$ cat src/logic/hbrd_pkg.sv
// Summary of operation
// - Open-drain async ready stretches access until done
// - Async ready release edge timed by crystal clock
// - VL mode: sync ready idles high, falls at completion
// - Sync ready changes only on local clock rising edges, or at once when sync is disabled
// - EISA reads wait for ready return sampled high
// - Local select when qualifier low and address matches base
// - Local select is combinational from unlatched pins
// - Data path select grants access regardless of decode
// - Data path bursts move 32 bits per access
// - Interrupt output high for enabled pending events
// - Old interrupt select bits reserved, read zero
// - VL select low picks VL mode, else EISA
// - Byte enables ignored during data path bursts
package hbrd_pkg;

  localparam int          APB_AW            = 8;
  localparam logic [7:0]  ADDR_BASE         = 8'h00;
  localparam logic [7:0]  ADDR_CONFIG       = 8'h04;
  localparam logic [7:0]  ADDR_STATUS       = 8'h08;
  localparam logic [7:0]  ADDR_CLEAR        = 8'h0c;
  localparam logic [7:0]  ADDR_ENABLE       = 8'h10;
  localparam logic [7:0]  ADDR_STATE        = 8'h14;

  localparam logic [11:0] BASE_RESET        = 12'h030;
  localparam int          CFG_SYNC_EN_BIT   = 2;
  localparam int          CFG_ASYNC_EN_BIT  = 3;
  localparam logic [3:0]  CONFIG_RESET      = 4'hc;
  localparam logic [3:0]  CONFIG_WMASK      = 4'hc;

  localparam int          EV_ASYNC_DONE     = 0;
  localparam int          EV_SYNC_DONE      = 1;
  localparam int          EV_BURST_WORD     = 2;
  localparam int          EV_STATUS         = 3;
  localparam int          EV_W              = 4;
  localparam logic [3:0]  EV_RESET          = 4'h0;

  localparam int          CLK_PERIOD_NS     = 40;
  localparam int          ASYNC_HOLD_NS     = 120;
  localparam int          ASYNC_HOLD_CYC_I  = (ASYNC_HOLD_NS + CLK_PERIOD_NS - 1) / CLK_PERIOD_NS;
  localparam logic [3:0]  ASYNC_HOLD_CYC    = 4'(ASYNC_HOLD_CYC_I < 1 ? 1 : ASYNC_HOLD_CYC_I);
  localparam logic [2:0]  SYNC_WAIT_EDGES   = 3'h2;

  localparam int          CTRL_W            = 10;
  localparam logic [9:0]  CTRL_SYNC_RESET   = 10'h1ff;
  localparam int          DATA_W            = 48;
  localparam logic [47:0] DATA_SYNC_RESET   = 48'h0;

  typedef enum logic [3:0] {
    HBRD_S_IDLE  = 4'h1,
    HBRD_S_WAIT  = 4'h2,
    HBRD_S_READY = 4'h4,
    HBRD_S_RET   = 4'h8
  } hbrd_sync_state_t;

  typedef enum logic [2:0] {
    HBRD_A_IDLE = 3'h1,
    HBRD_A_HOLD = 3'h2,
    HBRD_A_DONE = 3'h4
  } hbrd_async_state_t;

endpackage

$ cat src/logic/hbrd_sync.sv
`timescale 1ns/1ns
`default_nettype none
module hbrd_sync #(
  parameter int               WIDTH       = 1,
  parameter logic [WIDTH-1:0] RESET_VALUE = '0
) (
  input  wire logic             i_clk,
  input  wire logic             i_reset_n,
  input  wire logic [WIDTH-1:0] i_async,
  output logic      [WIDTH-1:0] o_sync
);
  logic [WIDTH-1:0] stage1;

  always_ff @(posedge i_clk) begin
    if (!i_reset_n) begin
      stage1 <= RESET_VALUE;
      o_sync <= RESET_VALUE;
    end else begin
      stage1 <= i_async;
      o_sync <= stage1;
    end
  end
endmodule
`default_nettype wire

$ cat src/logic/hbrd_top.sv
// The implementer's own choices: register access over APB and the address map.
`timescale 1ns/1ns
`default_nettype none
module hbrd_top
  import hbrd_pkg::*;
(
  input  wire logic              i_clk,
  input  wire logic              i_reset_n,
  // APB slave
  input  wire logic              i_psel,
  input  wire logic              i_penable,
  input  wire logic              i_pwrite,
  input  wire logic [APB_AW-1:0] i_paddr,
  input  wire logic [31:0]       i_pwdata,
  output logic      [31:0]       o_prdata,
  output logic                   o_pready,
  output logic                   o_pslverr,
  // Host pins
  input  wire logic              i_local_bus_clock,
  input  wire logic              i_address_latch_strobe_n,
  input  wire logic              i_burst_cycle_n,
  input  wire logic              i_write_not_read,
  input  wire logic              i_ready_return_n,
  input  wire logic              i_read_strobe_n,
  input  wire logic              i_write_strobe_n,
  input  wire logic              i_data_path_select_n,
  input  wire logic              i_vl_bus_mode_select_n,
  input  wire logic              i_address_qualifier,
  input  wire logic [3:0]        i_byte_enables_n,
  input  wire logic [11:0]       i_upper_address_lines,
  input  wire logic [31:0]       i_host_data,
  output logic      [31:0]       o_host_data,
  output logic                   o_host_data_oe,
  input  wire logic              i_async_access_ready,
  output logic                   o_async_access_ready,
  output logic                   o_async_access_ready_oe,
  output logic                   o_sync_ready_n,
  output logic                   o_local_device_select_n,
  output logic                   o_host_interrupt_out,
  // Internal transfer port
  input  wire logic              i_status_event,
  input  wire logic [31:0]       i_xfer_rdata,
  output logic                   o_xfer_rd,
  output logic                   o_xfer_wr,
  output logic                   o_xfer_data_path,
  output logic      [3:0]        o_xfer_be,
  output logic      [31:0]       o_xfer_wdata
);

  function automatic logic addr_hit(input logic aq, input logic [11:0] addr,
                                    input logic [11:0] base);
    addr_hit = !aq && (addr == base);
  endfunction

  logic [11:0]       base;
  logic [3:0]        config_bits;
  logic [EV_W-1:0]   status;
  logic [EV_W-1:0]   enable;
  logic [CTRL_W-1:0] ctrl_s;
  logic [DATA_W-1:0] data_s;
  logic              local_bus_clock_s;
  logic              local_bus_clock_d;
  logic              ads_n_s;
  logic              cycle_n_s;
  logic              wnr_s;
  logic              rdyrtn_n_s;
  logic              rd_n_s;
  logic              wr_n_s;
  logic              dp_n_s;
  logic              vl_n_s;
  logic              aq_s;
  logic [3:0]        be_n_s;
  logic [11:0]       addr_s;
  logic [31:0]       hdata_s;
  logic              local_bus_clock_rise;
  logic              local_bus_clock_fall;
  logic              latched_hit;
  logic              strobe_d;
  logic              strobe_fall;
  logic              async_sel;
  logic              sync_sel;
  hbrd_sync_state_t  s_state;
  hbrd_async_state_t a_state;
  logic [2:0]        s_count;
  logic [3:0]        a_count;
  logic              s_write;
  logic              a_write;
  logic              a_dp;
  logic              next_s_rd;
  logic              next_s_wr;
  logic              next_a_rd;
  logic              next_a_wr;
  logic              sync_done;
  logic              burst_word;
  logic              async_done;
  logic [EV_W-1:0]   events;
  logic              apb_setup;
  logic              apb_wr;
  logic              mapped;
  logic [31:0]       rd_value;

  hbrd_sync #(
    .WIDTH       (CTRL_W),
    .RESET_VALUE (CTRL_SYNC_RESET)
  ) u_ctrl_sync (
    .i_clk     (i_clk),
    .i_reset_n (i_reset_n),
    .i_async   ({i_local_bus_clock, i_address_latch_strobe_n, i_burst_cycle_n,
                 i_write_not_read, i_ready_return_n, i_read_strobe_n,
                 i_write_strobe_n, i_data_path_select_n, i_vl_bus_mode_select_n,
                 i_address_qualifier}),
    .o_sync    (ctrl_s)
  );

  hbrd_sync #(
    .WIDTH       (DATA_W),
    .RESET_VALUE (DATA_SYNC_RESET)
  ) u_data_sync (
    .i_clk     (i_clk),
    .i_reset_n (i_reset_n),
    .i_async   ({i_byte_enables_n, i_upper_address_lines, i_host_data}),
    .o_sync    (data_s)
  );

  assign {local_bus_clock_s, ads_n_s, cycle_n_s, wnr_s, rdyrtn_n_s, rd_n_s,
          wr_n_s, dp_n_s, vl_n_s, aq_s} = ctrl_s;
  assign {be_n_s, addr_s, hdata_s} = data_s;

  // Pin decode straight from the unlatched address and qualifier
  assign o_local_device_select_n =
    !addr_hit(i_address_qualifier, i_upper_address_lines, base);

  assign local_bus_clock_rise   = local_bus_clock_s && !local_bus_clock_d;
  assign local_bus_clock_fall   = !local_bus_clock_s && local_bus_clock_d;
  assign strobe_fall = strobe_d && !(rd_n_s && wr_n_s);
  assign async_sel   = latched_hit || !dp_n_s;
  assign sync_sel    = addr_hit(aq_s, addr_s, base) || !dp_n_s;

  always_ff @(posedge i_clk) begin
    if (!i_reset_n) begin
      local_bus_clock_d   <= 1'b0;
      strobe_d <= 1'b1;
    end else begin
      local_bus_clock_d   <= local_bus_clock_s;
      strobe_d <= rd_n_s && wr_n_s;
    end
  end

  // Address latch: transparent while the strobe is low, held after its rise
  always_ff @(posedge i_clk) begin
    if (!i_reset_n) begin
      latched_hit <= 1'b0;
    end else if (!ads_n_s) begin
      latched_hit <= addr_hit(aq_s, addr_s, base);
    end
  end

  // Synchronous interface, stepped on sampled local clock edges, forced idle at once when sync is disabled
  always_ff @(posedge i_clk) begin
    if (!i_reset_n) begin
      s_state        <= HBRD_S_IDLE;
      s_count        <= 3'h0;
      s_write        <= 1'b0;
      o_sync_ready_n <= 1'b1;
    end else if (!config_bits[CFG_SYNC_EN_BIT]) begin
      s_state        <= HBRD_S_IDLE;
      o_sync_ready_n <= 1'b1;
    end else begin
      unique case (s_state)
        HBRD_S_IDLE: begin
          if (local_bus_clock_rise && !vl_n_s && !ads_n_s && sync_sel) begin
            s_state <= HBRD_S_WAIT;
            s_count <= SYNC_WAIT_EDGES;
            s_write <= wnr_s;
          end else if (local_bus_clock_rise && vl_n_s && !cycle_n_s && !dp_n_s) begin
            s_write <= wnr_s;
            if (!wnr_s) begin
              s_state <= HBRD_S_RET;
            end
          end
        end
        HBRD_S_WAIT: begin
          if (local_bus_clock_rise) begin
            if (s_count == 3'h1) begin
              s_state        <= HBRD_S_READY;
              o_sync_ready_n <= 1'b0;
            end else begin
              s_count <= s_count - 3'h1;
            end
          end
        end
        HBRD_S_READY: begin
          if (local_bus_clock_rise) begin
            s_state        <= HBRD_S_IDLE;
            o_sync_ready_n <= 1'b1;
          end
        end
        HBRD_S_RET: begin
          if (local_bus_clock_fall && rdyrtn_n_s) begin
            s_state <= HBRD_S_IDLE;
          end
        end
      endcase
    end
  end

  always_comb begin
    next_s_rd  = 1'b0;
    next_s_wr  = 1'b0;
    burst_word = 1'b0;
    sync_done  = 1'b0;
    if (config_bits[CFG_SYNC_EN_BIT]) begin
      if (s_state == HBRD_S_WAIT && local_bus_clock_rise && s_count == 3'h1) begin
        next_s_rd = !s_write;
        next_s_wr = s_write;
        sync_done = 1'b1;
      end
      if (s_state == HBRD_S_IDLE && local_bus_clock_rise && vl_n_s && !cycle_n_s && !dp_n_s) begin
        next_s_rd  = !wnr_s;
        next_s_wr  = wnr_s;
        burst_word = wnr_s;
      end
      if (s_state == HBRD_S_RET && local_bus_clock_fall && rdyrtn_n_s) begin
        burst_word = 1'b1;
      end
    end
  end

  // Asynchronous interface: pull ready low, release after a crystal-clock count
  always_ff @(posedge i_clk) begin
    if (!i_reset_n) begin
      a_state                 <= HBRD_A_IDLE;
      a_count                 <= 4'h0;
      a_write                 <= 1'b0;
      a_dp                    <= 1'b0;
      o_async_access_ready_oe <= 1'b0;
    end else begin
      unique case (a_state)
        HBRD_A_IDLE: begin
          if (strobe_fall && async_sel && config_bits[CFG_ASYNC_EN_BIT]) begin
            a_state                 <= HBRD_A_HOLD;
            a_count                 <= ASYNC_HOLD_CYC;
            a_write                 <= !wr_n_s;
            a_dp                    <= !dp_n_s;
            o_async_access_ready_oe <= 1'b1;
          end
        end
        HBRD_A_HOLD: begin
          if (a_count == 4'h1) begin
            a_state                 <= HBRD_A_DONE;
            o_async_access_ready_oe <= 1'b0;
          end else begin
            a_count <= a_count - 4'h1;
          end
        end
        HBRD_A_DONE: begin
          if (rd_n_s && wr_n_s) begin
            a_state <= HBRD_A_IDLE;
          end
        end
      endcase
    end
  end

  assign o_async_access_ready = 1'b0;
  assign async_done = (a_state == HBRD_A_HOLD) && (a_count == 4'h1);
  assign next_a_rd  = async_done && !a_write;
  assign next_a_wr  = async_done && a_write;

  // Transfer port toward the packet path and register file
  always_ff @(posedge i_clk) begin
    if (!i_reset_n) begin
      o_xfer_rd        <= 1'b0;
      o_xfer_wr        <= 1'b0;
      o_xfer_data_path <= 1'b0;
      o_xfer_be        <= 4'h0;
      o_xfer_wdata     <= 32'h0;
    end else begin
      o_xfer_rd <= next_s_rd || (next_a_rd && !next_s_wr);
      o_xfer_wr <= next_s_wr || (next_a_wr && !next_s_rd);
      if (next_s_rd || next_s_wr || next_a_rd || next_a_wr) begin
        o_xfer_data_path <= !dp_n_s;
        o_xfer_be        <= dp_n_s ? ~be_n_s : 4'hf;
        o_xfer_wdata     <= hdata_s;
      end
    end
  end

  // Host data bus: driven during selected reads
  always_ff @(posedge i_clk) begin
    if (!i_reset_n) begin
      o_host_data    <= 32'h0;
      o_host_data_oe <= 1'b0;
    end else begin
      if (o_xfer_rd) begin
        o_host_data <= i_xfer_rdata;
      end
      o_host_data_oe <= (a_state != HBRD_A_IDLE && !a_write && !rd_n_s)
                        || (s_state == HBRD_S_RET)
                        || (s_state != HBRD_S_IDLE && !s_write && vl_n_s == 1'b0);
    end
  end

  // Interrupt status, set wins over clear
  assign events[EV_ASYNC_DONE] = async_done;
  assign events[EV_SYNC_DONE]  = sync_done;
  assign events[EV_BURST_WORD] = burst_word;
  assign events[EV_STATUS]     = i_status_event;

  assign apb_setup = i_psel && !i_penable;
  assign apb_wr    = i_psel && i_penable && i_pwrite;
  assign mapped    = (i_paddr == ADDR_BASE) || (i_paddr == ADDR_CONFIG)
                     || (i_paddr == ADDR_STATUS) || (i_paddr == ADDR_CLEAR)
                     || (i_paddr == ADDR_ENABLE) || (i_paddr == ADDR_STATE);

  always_ff @(posedge i_clk) begin
    if (!i_reset_n) begin
      status <= EV_RESET;
    end else if (apb_wr && i_paddr == ADDR_CLEAR) begin
      status <= (status & ~i_pwdata[EV_W-1:0]) | events;
    end else begin
      status <= status | events;
    end
  end

  assign o_host_interrupt_out = |(status & enable);

  always_ff @(posedge i_clk) begin
    if (!i_reset_n) begin
      base        <= BASE_RESET;
      config_bits <= CONFIG_RESET;
      enable      <= EV_RESET;
    end else if (apb_wr) begin
      if (i_paddr == ADDR_BASE) begin
        base <= i_pwdata[11:0];
      end
      if (i_paddr == ADDR_CONFIG) begin
        config_bits <= i_pwdata[3:0] & CONFIG_WMASK;
      end
      if (i_paddr == ADDR_ENABLE) begin
        enable <= i_pwdata[EV_W-1:0];
      end
    end
  end

  always_comb begin
    rd_value = 32'h0;
    if (i_paddr == ADDR_BASE) begin
      rd_value[11:0] = base;
    end else if (i_paddr == ADDR_CONFIG) begin
      rd_value[3:0] = config_bits;
    end else if (i_paddr == ADDR_STATUS) begin
      rd_value[EV_W-1:0] = status;
    end else if (i_paddr == ADDR_ENABLE) begin
      rd_value[EV_W-1:0] = enable;
    end else if (i_paddr == ADDR_STATE) begin
      rd_value[3:0]  = s_state;
      rd_value[6:4]  = a_state;
      rd_value[8]    = !vl_n_s;
      rd_value[9]    = local_bus_clock_s;
      rd_value[10]   = latched_hit;
      rd_value[11]   = o_host_interrupt_out;
    end
  end

  always_ff @(posedge i_clk) begin
    if (!i_reset_n) begin
      o_prdata  <= 32'h0;
      o_pslverr <= 1'b0;
    end else if (apb_setup) begin
      o_prdata  <= i_pwrite ? 32'h0 : rd_value;
      o_pslverr <= !mapped;
    end
  end

  assign o_pready = i_psel && i_penable;

endmodule
`default_nettype wire

$ cat config.mk
export PLATFORM = sky130hd
export DESIGN_NAME = hbrd_top
export DESIGN_NICKNAME = d
export VERILOG_FILES = /design/src/logic/hbrd_pkg.sv /design/src/logic/hbrd_sync.sv /design/src/logic/hbrd_top.sv
export SDC_FILE = /design/constraint.sdc
export NUM_CORES = 1
export LEC_CHECK = 0
export BUFFER_PORTS_ARGS = -buffer_cell sky130_fd_sc_hd__buf_2
export CORE_MARGIN = 1.5
export CORE_UTILIZATION = 45
export DETAILED_ROUTE_END_ITERATION = 6
export PLACE_DENSITY_LB_ADDON = 0.2
export SKIP_CTS_REPAIR_TIMING = 1
export SKIP_LAST_GASP = 1
export SYNTH_ARGS = -nofsm -noshare
export SYNTH_HDL_FRONTEND = slang
export SYNTH_SLANG_ARGS = --single-unit
$ cat constraint.sdc
create_clock -name i_clk -period 3.5 [get_ports i_clk]
set_clock_uncertainty 0.15 [all_clocks]
set_input_delay 0.525 -clock i_clk [delete_from_list [all_inputs] [get_ports i_clk]]
set_output_delay 0.525 -clock i_clk [all_outputs]
set_load 0.1 [all_outputs]
Yosys cells after proc, flatten, opt, wreduce, memory -nomap -nowiden
Index checks and enable logic that the tools add are counted.
- add/sub/neg operators: 2
- equality and inequality tests: 30
- multiplexer cells: 56
- bitwise logic cells: 7
- reductions and logical operators: 87
- operators with widths (cell ; number):
    $mux W4 ; 19
    $logic_and A1 B1 Y1 ; 36
    $mux W3 ; 9
    $eq A12 B12 Y1 ; 2
    $ne A2 B2 Y1 const B ; 10
    $logic_not A1 Y1 ; 19
    $mux W1 ; 19
    $eq A8 B4 Y1 const B ; 2
    $eq A8 B5 Y1 const B ; 2
    $pmux W4 S4 ; 1
    $logic_or A1 B1 Y1 ; 14
    $mux W7 ; 2
    $mux W12 ; 1
    $reduce_and A3 Y1 ; 4
    $reduce_and A2 Y1 ; 5
    $pmux W3 S3 ; 1
    $and A4 B4 Y4 ; 2
    $eq A4 B1 Y1 const B ; 2
    $eq A8 B3 Y1 const B ; 1
    $logic_not A8 Y1 ; 1
    $not A4 Y4 ; 2
    $or A4 B4 Y4 ; 2
    $pmux W4 S2 ; 1
    $reduce_bool A2 Y1 ; 4
    18 further kinds ; 21
- flip-flop bits (word level): 264
- output and inout bits: 111
- word-level logic and storage cells: 210

Logic depth before layout (Yosys ltp)
- depth after elaboration: 11
- depth in mapped cells: 10
- mapped depth without buffers: 8

Modules after synthesis
From an unflattened synthesis, not the netlist that was laid out.
- cell total of the unflattened synthesis: 908
- area, all modules: 9009.9 um2
- modules (own cells, without submodules) (module ; instances ; cells an instance ; area an instance (um2) ; sequential area each (um2)):
    hbrd_top ; 1 ; 664 ; 5868.1 ; 2562.5
    hbrd_sync at u_data_sync ; 1 ; 202 ; 2603.7 ; 1921.8
    hbrd_sync at u_ctrl_sync ; 1 ; 42 ; 538.0 ; 400.4

Worst setup path after synthesis
OpenSTA, ideal clock, no wires.
- path type: input to output
- from: input i_upper_address_lines[10]
- to: output o_local_device_select_n
- data arrival time: 1962 ps
- data required time: 2825 ps
- slack: 863 ps
- stages: 4
- cells stage by stage: xor2_1 nor4_1 nand4_1 or4_1
- cells in the longest elaborated chain, start to end: 3
- RTL lines (what ; line ; text):
    from (decl) ; hbrd_top.sv:30 ; input wire logic [11:0] i_upper_address_lines,
    $eq A12 B12 Y1 ; hbrd_top.sv:52 ; addr_hit = !aq && (addr == base);
    $logic_and A1 B1 Y1 ; hbrd_top.sv:52 ;
    $logic_not A1 Y1 ; hbrd_top.sv:131 ; !addr_hit(i_address_qualifier, i_upper_address_lines, base);
    to (decl) ; hbrd_top.sv:38 ; output logic o_local_device_select_n,
No other way between the ends.

Worst setup path after layout
- from: register base[10]
- to: output o_local_device_select_n
- cells in the longest elaborated chain, start to end: 3
- RTL lines (what ; line ; text):
    from (decl) ; hbrd_top.sv:55 ; logic [11:0] base;
    from (signal assigned) ; hbrd_top.sv:335 ; base <= i_pwdata[11:0];
    $eq A12 B12 Y1 ; hbrd_top.sv:52 ;
    $logic_and A1 B1 Y1 ; hbrd_top.sv:52 ;
    $logic_not A1 Y1 ; hbrd_top.sv:131 ;
No other way between the ends.

==> run metrics <==
Initial Util=46.0%; initial antenna violation count=0; status=complete, no violations; Flop pwr share=48.2%; max-cap viol count=0; Setup WS pre-CTS=0.866 ns; sw frac=22.6%; setup TNS=0 ns; drt total wl=18.3 mm; Worst path max stage delay=0.50 ns; top-area cell type share of the netlist area=54.3%; Pwr Density=551 nW/µm²; # H-tree levels=1; largest net degree at the start of global routing=74; endpoint class of the critical path=primary output; Final nets=1219; via count=6387; P_leak=4.60 nW; clk sinks=244; worst slew pin tran=0.896 ns; Fmax achieved=0.340 GHz; first-pass GRT wire length=28.6 mm; worst-path cell chain=xor2_1 > nor4_1 > nand4_1 > or4_1 > buf_2; worst hold path class=primary input to flip-flop; Syn-to-layout area delta=21.4%; Max IR drop VDD=0.334 mV; Clk network pwr share=45.2%; Avg Synthesized Cell Area=10.1 µm²; Netlist cell types=63; Post-synth EDFFs=0; Reg area=4890 µm²; Seq/Total Area, Yosys=54.3%; setup slack, reg-to-reg=1.07 ns; critical path's slowest cell=or4_1; Max clock buf depth=3; synthesized area=8990 µm²; total gr overflow=0; root buffer cell=clkbuf_16; Worst EP arrival=2.26 ns; crit path time final=2.94 ns; synth top area cells=dfxtp_1 (54%), and2_1 (7.5%), mux2i_1 (6.0%); worst setup path start=base[10]; Via density=4.69; end-of-flow core utilization=55.9%; Post-Layout Inst Area=10900 µm²; setup violation total in the final timing report=0; Post-synth ARST share=0%; Synth Flop Type=dfxtp_1; Clk pin slew, worst setup/hold paths=0.06 ns; Synth top cells by count=dfxtp_1 (244), and2_1 (108), nor2_1 (87); hold path cells=2; Skew-Pair Late Insertion Delay=0.52 ns; most numerous cell in the Yosys netlist=dfxtp_1; Setup Crit Path Kind=flip-flop to primary output; cells after synthesis=889; post-detail-place hpwl=12.4 mm; gpl congestion=0.807; DR iter-0 viols=259; Worst Path Required=2.82 ns; Pre-antenna DRT Iters=4; relative slew slack=40.3%; flops & latches, synth=244; cell taking the most area after synthesis=dfxtp_1; Remaining DRCs=0; startpoint types=flip-flop; Psw=1.36 mW; die area=20800 µm²; io pins=248; final worst path period share=83.9%; PortBufs=205; Worst setup endpoint=o_local_device_select_n; Area after DPL=10100 µm²; RSZ-0062 raised after global routing=false; DIE HEIGHT=144 µm; Fill cells=1828; Antenna Nets Post-Route=0; Combinational Power Share=6.6%; final max-slew violation count=0; setup ws final=0.562 ns; Hold Violations, Final=0; die width=144 µm; Reg2Reg Depth=6; vias in the first global route=5633; All-Layer GR Usage=17.2%; multi-input logic area=3730 µm²; TritonCTS clock tree=done; Synth Warn #=0; routed len/inst=13.5 µm; Int Power=4.65 mW; Core ar.=19500 µm²; Crit Reg-Reg Startpoint=u_ctrl_sync.o_sync[9]; CP Max Fanout=4; n_diodes=0; share of post-route cells with drive strength above 1=29.7%; RR Endpoint=o_xfer_be[1]; Rows=51; number of buffers created by CTS=25
-- routing by layer --
| layer | routed length, µm | vias to the layer above | global-route usage, % |
|---|---|---|---|
| met2 | 8550 | 156 | 28.6 |
| met4 | 342 | 0 | 5.10 |
| li1 | - | 3289 | - |
| met5 | 0 | - | 0 |
| met1 | 8380 | 2915 | 22.6 |
| met3 | 1040 | 27 | 3.34 |
-- critical path: cells and delay by family (launching register included) --
| family | cells | cell delay (ns) |
|---|---|---|
| flops | 1 | 0.36 |
| xor+xnor | 1 | 0.18 |
| buf+inv | 1 | 0.31 |
| simple gates | 3 | 0.90 |
-- how the worst min path moves through the flow --
| stage | startpoint | endpoint | slack (ns) |
|---|---|---|---|
| after global placement | u_ctrl_sync.stage1[2] | u_ctrl_sync.o_sync[2] | 0.24 |
| final | i_burst_cycle_n | u_ctrl_sync.stage1[7] | 0.04 |
| after detailed placement | u_ctrl_sync.stage1[4] | u_ctrl_sync.o_sync[4] | 0.24 |
| after global routing | i_data_path_select_n | u_ctrl_sync.stage1[2] | 0.03 |
| after CTS | i_burst_cycle_n | u_ctrl_sync.stage1[7] | 0.02 |
| after floorplan | u_ctrl_sync.stage1[0] | u_ctrl_sync.o_sync[0] | 0.24 |
-- per-stage QoR --
step	hold slack, ns	cells	total power, mW
after floorplan	0.236	909	3.26
after global placement	0.238	1316	3.35
after detailed placement	0.241	1316	3.36
after CTS	0.0201	1361	6.08
after global routing	0.0321	1361	6.24
final	0.0355	1361	6.01
-- registers in the layout, summed over array words and instances, names as in the netlist, 2 cells and up --
register            flops
u_ctrl_sync.stage1     10
a_count                 4
s_state                 4
config_bits             2
u_data_sync.o_sync     48
u_data_sync.stage1     48
status                  4
o_xfer_wdata           32
o_host_data            32
u_ctrl_sync.o_sync     10
o_prdata               12
base                   12
enable                  4
o_xfer_be               4
s_count                 3
a_state                 3
-- cell type report --
cell class	count	share of cell area, %
multi-input cells	586	34.1
clock inverters	9	1.17
clock buffers	36	6.66
inverters	10	0.367
repair buffers	211	9.84
well taps	265	3.04
flip-flops and latches	244	44.8
-- power groups by stage --
| stage | Sequential [mW] | Clock (mW) | Combinational, mW |
|---|---|---|---|
| final | 2.90 | 2.72 | 0.395 |
| after global routing | 2.91 | 2.91 | 0.433 |
| after CTS | 2.90 | 2.78 | 0.400 |
| after detailed placement | 2.96 | 0 | 0.398 |
| after global placement | 2.96 | 0 | 0.395 |
| after floorplan | 2.97 | 0 | 0.291 |
-- layout by cell type, fill, tap and decap left out, types with 4 or more instances in the layout --
| cell type | count |
|---|---|
| a21oi_2 | 30 |
| o21ai_0 | 9 |
| xnor2_1 | 19 |
| nand4_1 | 7 |
| conb_1 | 21 |
| a21oi_1 | 19 |
| clkbuf_1 | 5 |
| nand2_2 | 30 |
| mux2i_1 | 54 |
| nor3_1 | 12 |
| nand3_1 | 7 |
| clkbuf_8 | 6 |
| buf_2 | 204 |
| xor2_1 | 7 |
| a22oi_1 | 15 |
| dfxtp_1 | 243 |
| nand2_1 | 68 |
| nor2_1 | 87 |
| nand2b_1 | 28 |
| clkbuf_16 | 25 |
| buf_4 | 7 |
| and2_1 | 108 |
| inv_1 | 9 |
| ha_1 | 4 |
| a211oi_1 | 4 |
| nor2b_1 | 5 |
-- kinds of logic (layout without fill, tap and decap cells) --
| logic type | after synthesis | after routing | share of synthesized area, % |
|---|---|---|---|
| buf+inv | 79 | 266 | 5.05 |
| mux | 54 | 54 | 6.01 |
| xor+xnor | 26 | 26 | 2.53 |
| flops | 244 | 244 | 54.3 |
| fa+ha+maj | 4 | 4 | 0.557 |
| other cells | 1 | 21 | 0.0417 |
| simple gates | 376 | 376 | 22.5 |
| compound gates | 105 | 105 | 8.96 |
(Power assumes the default switching activity.)
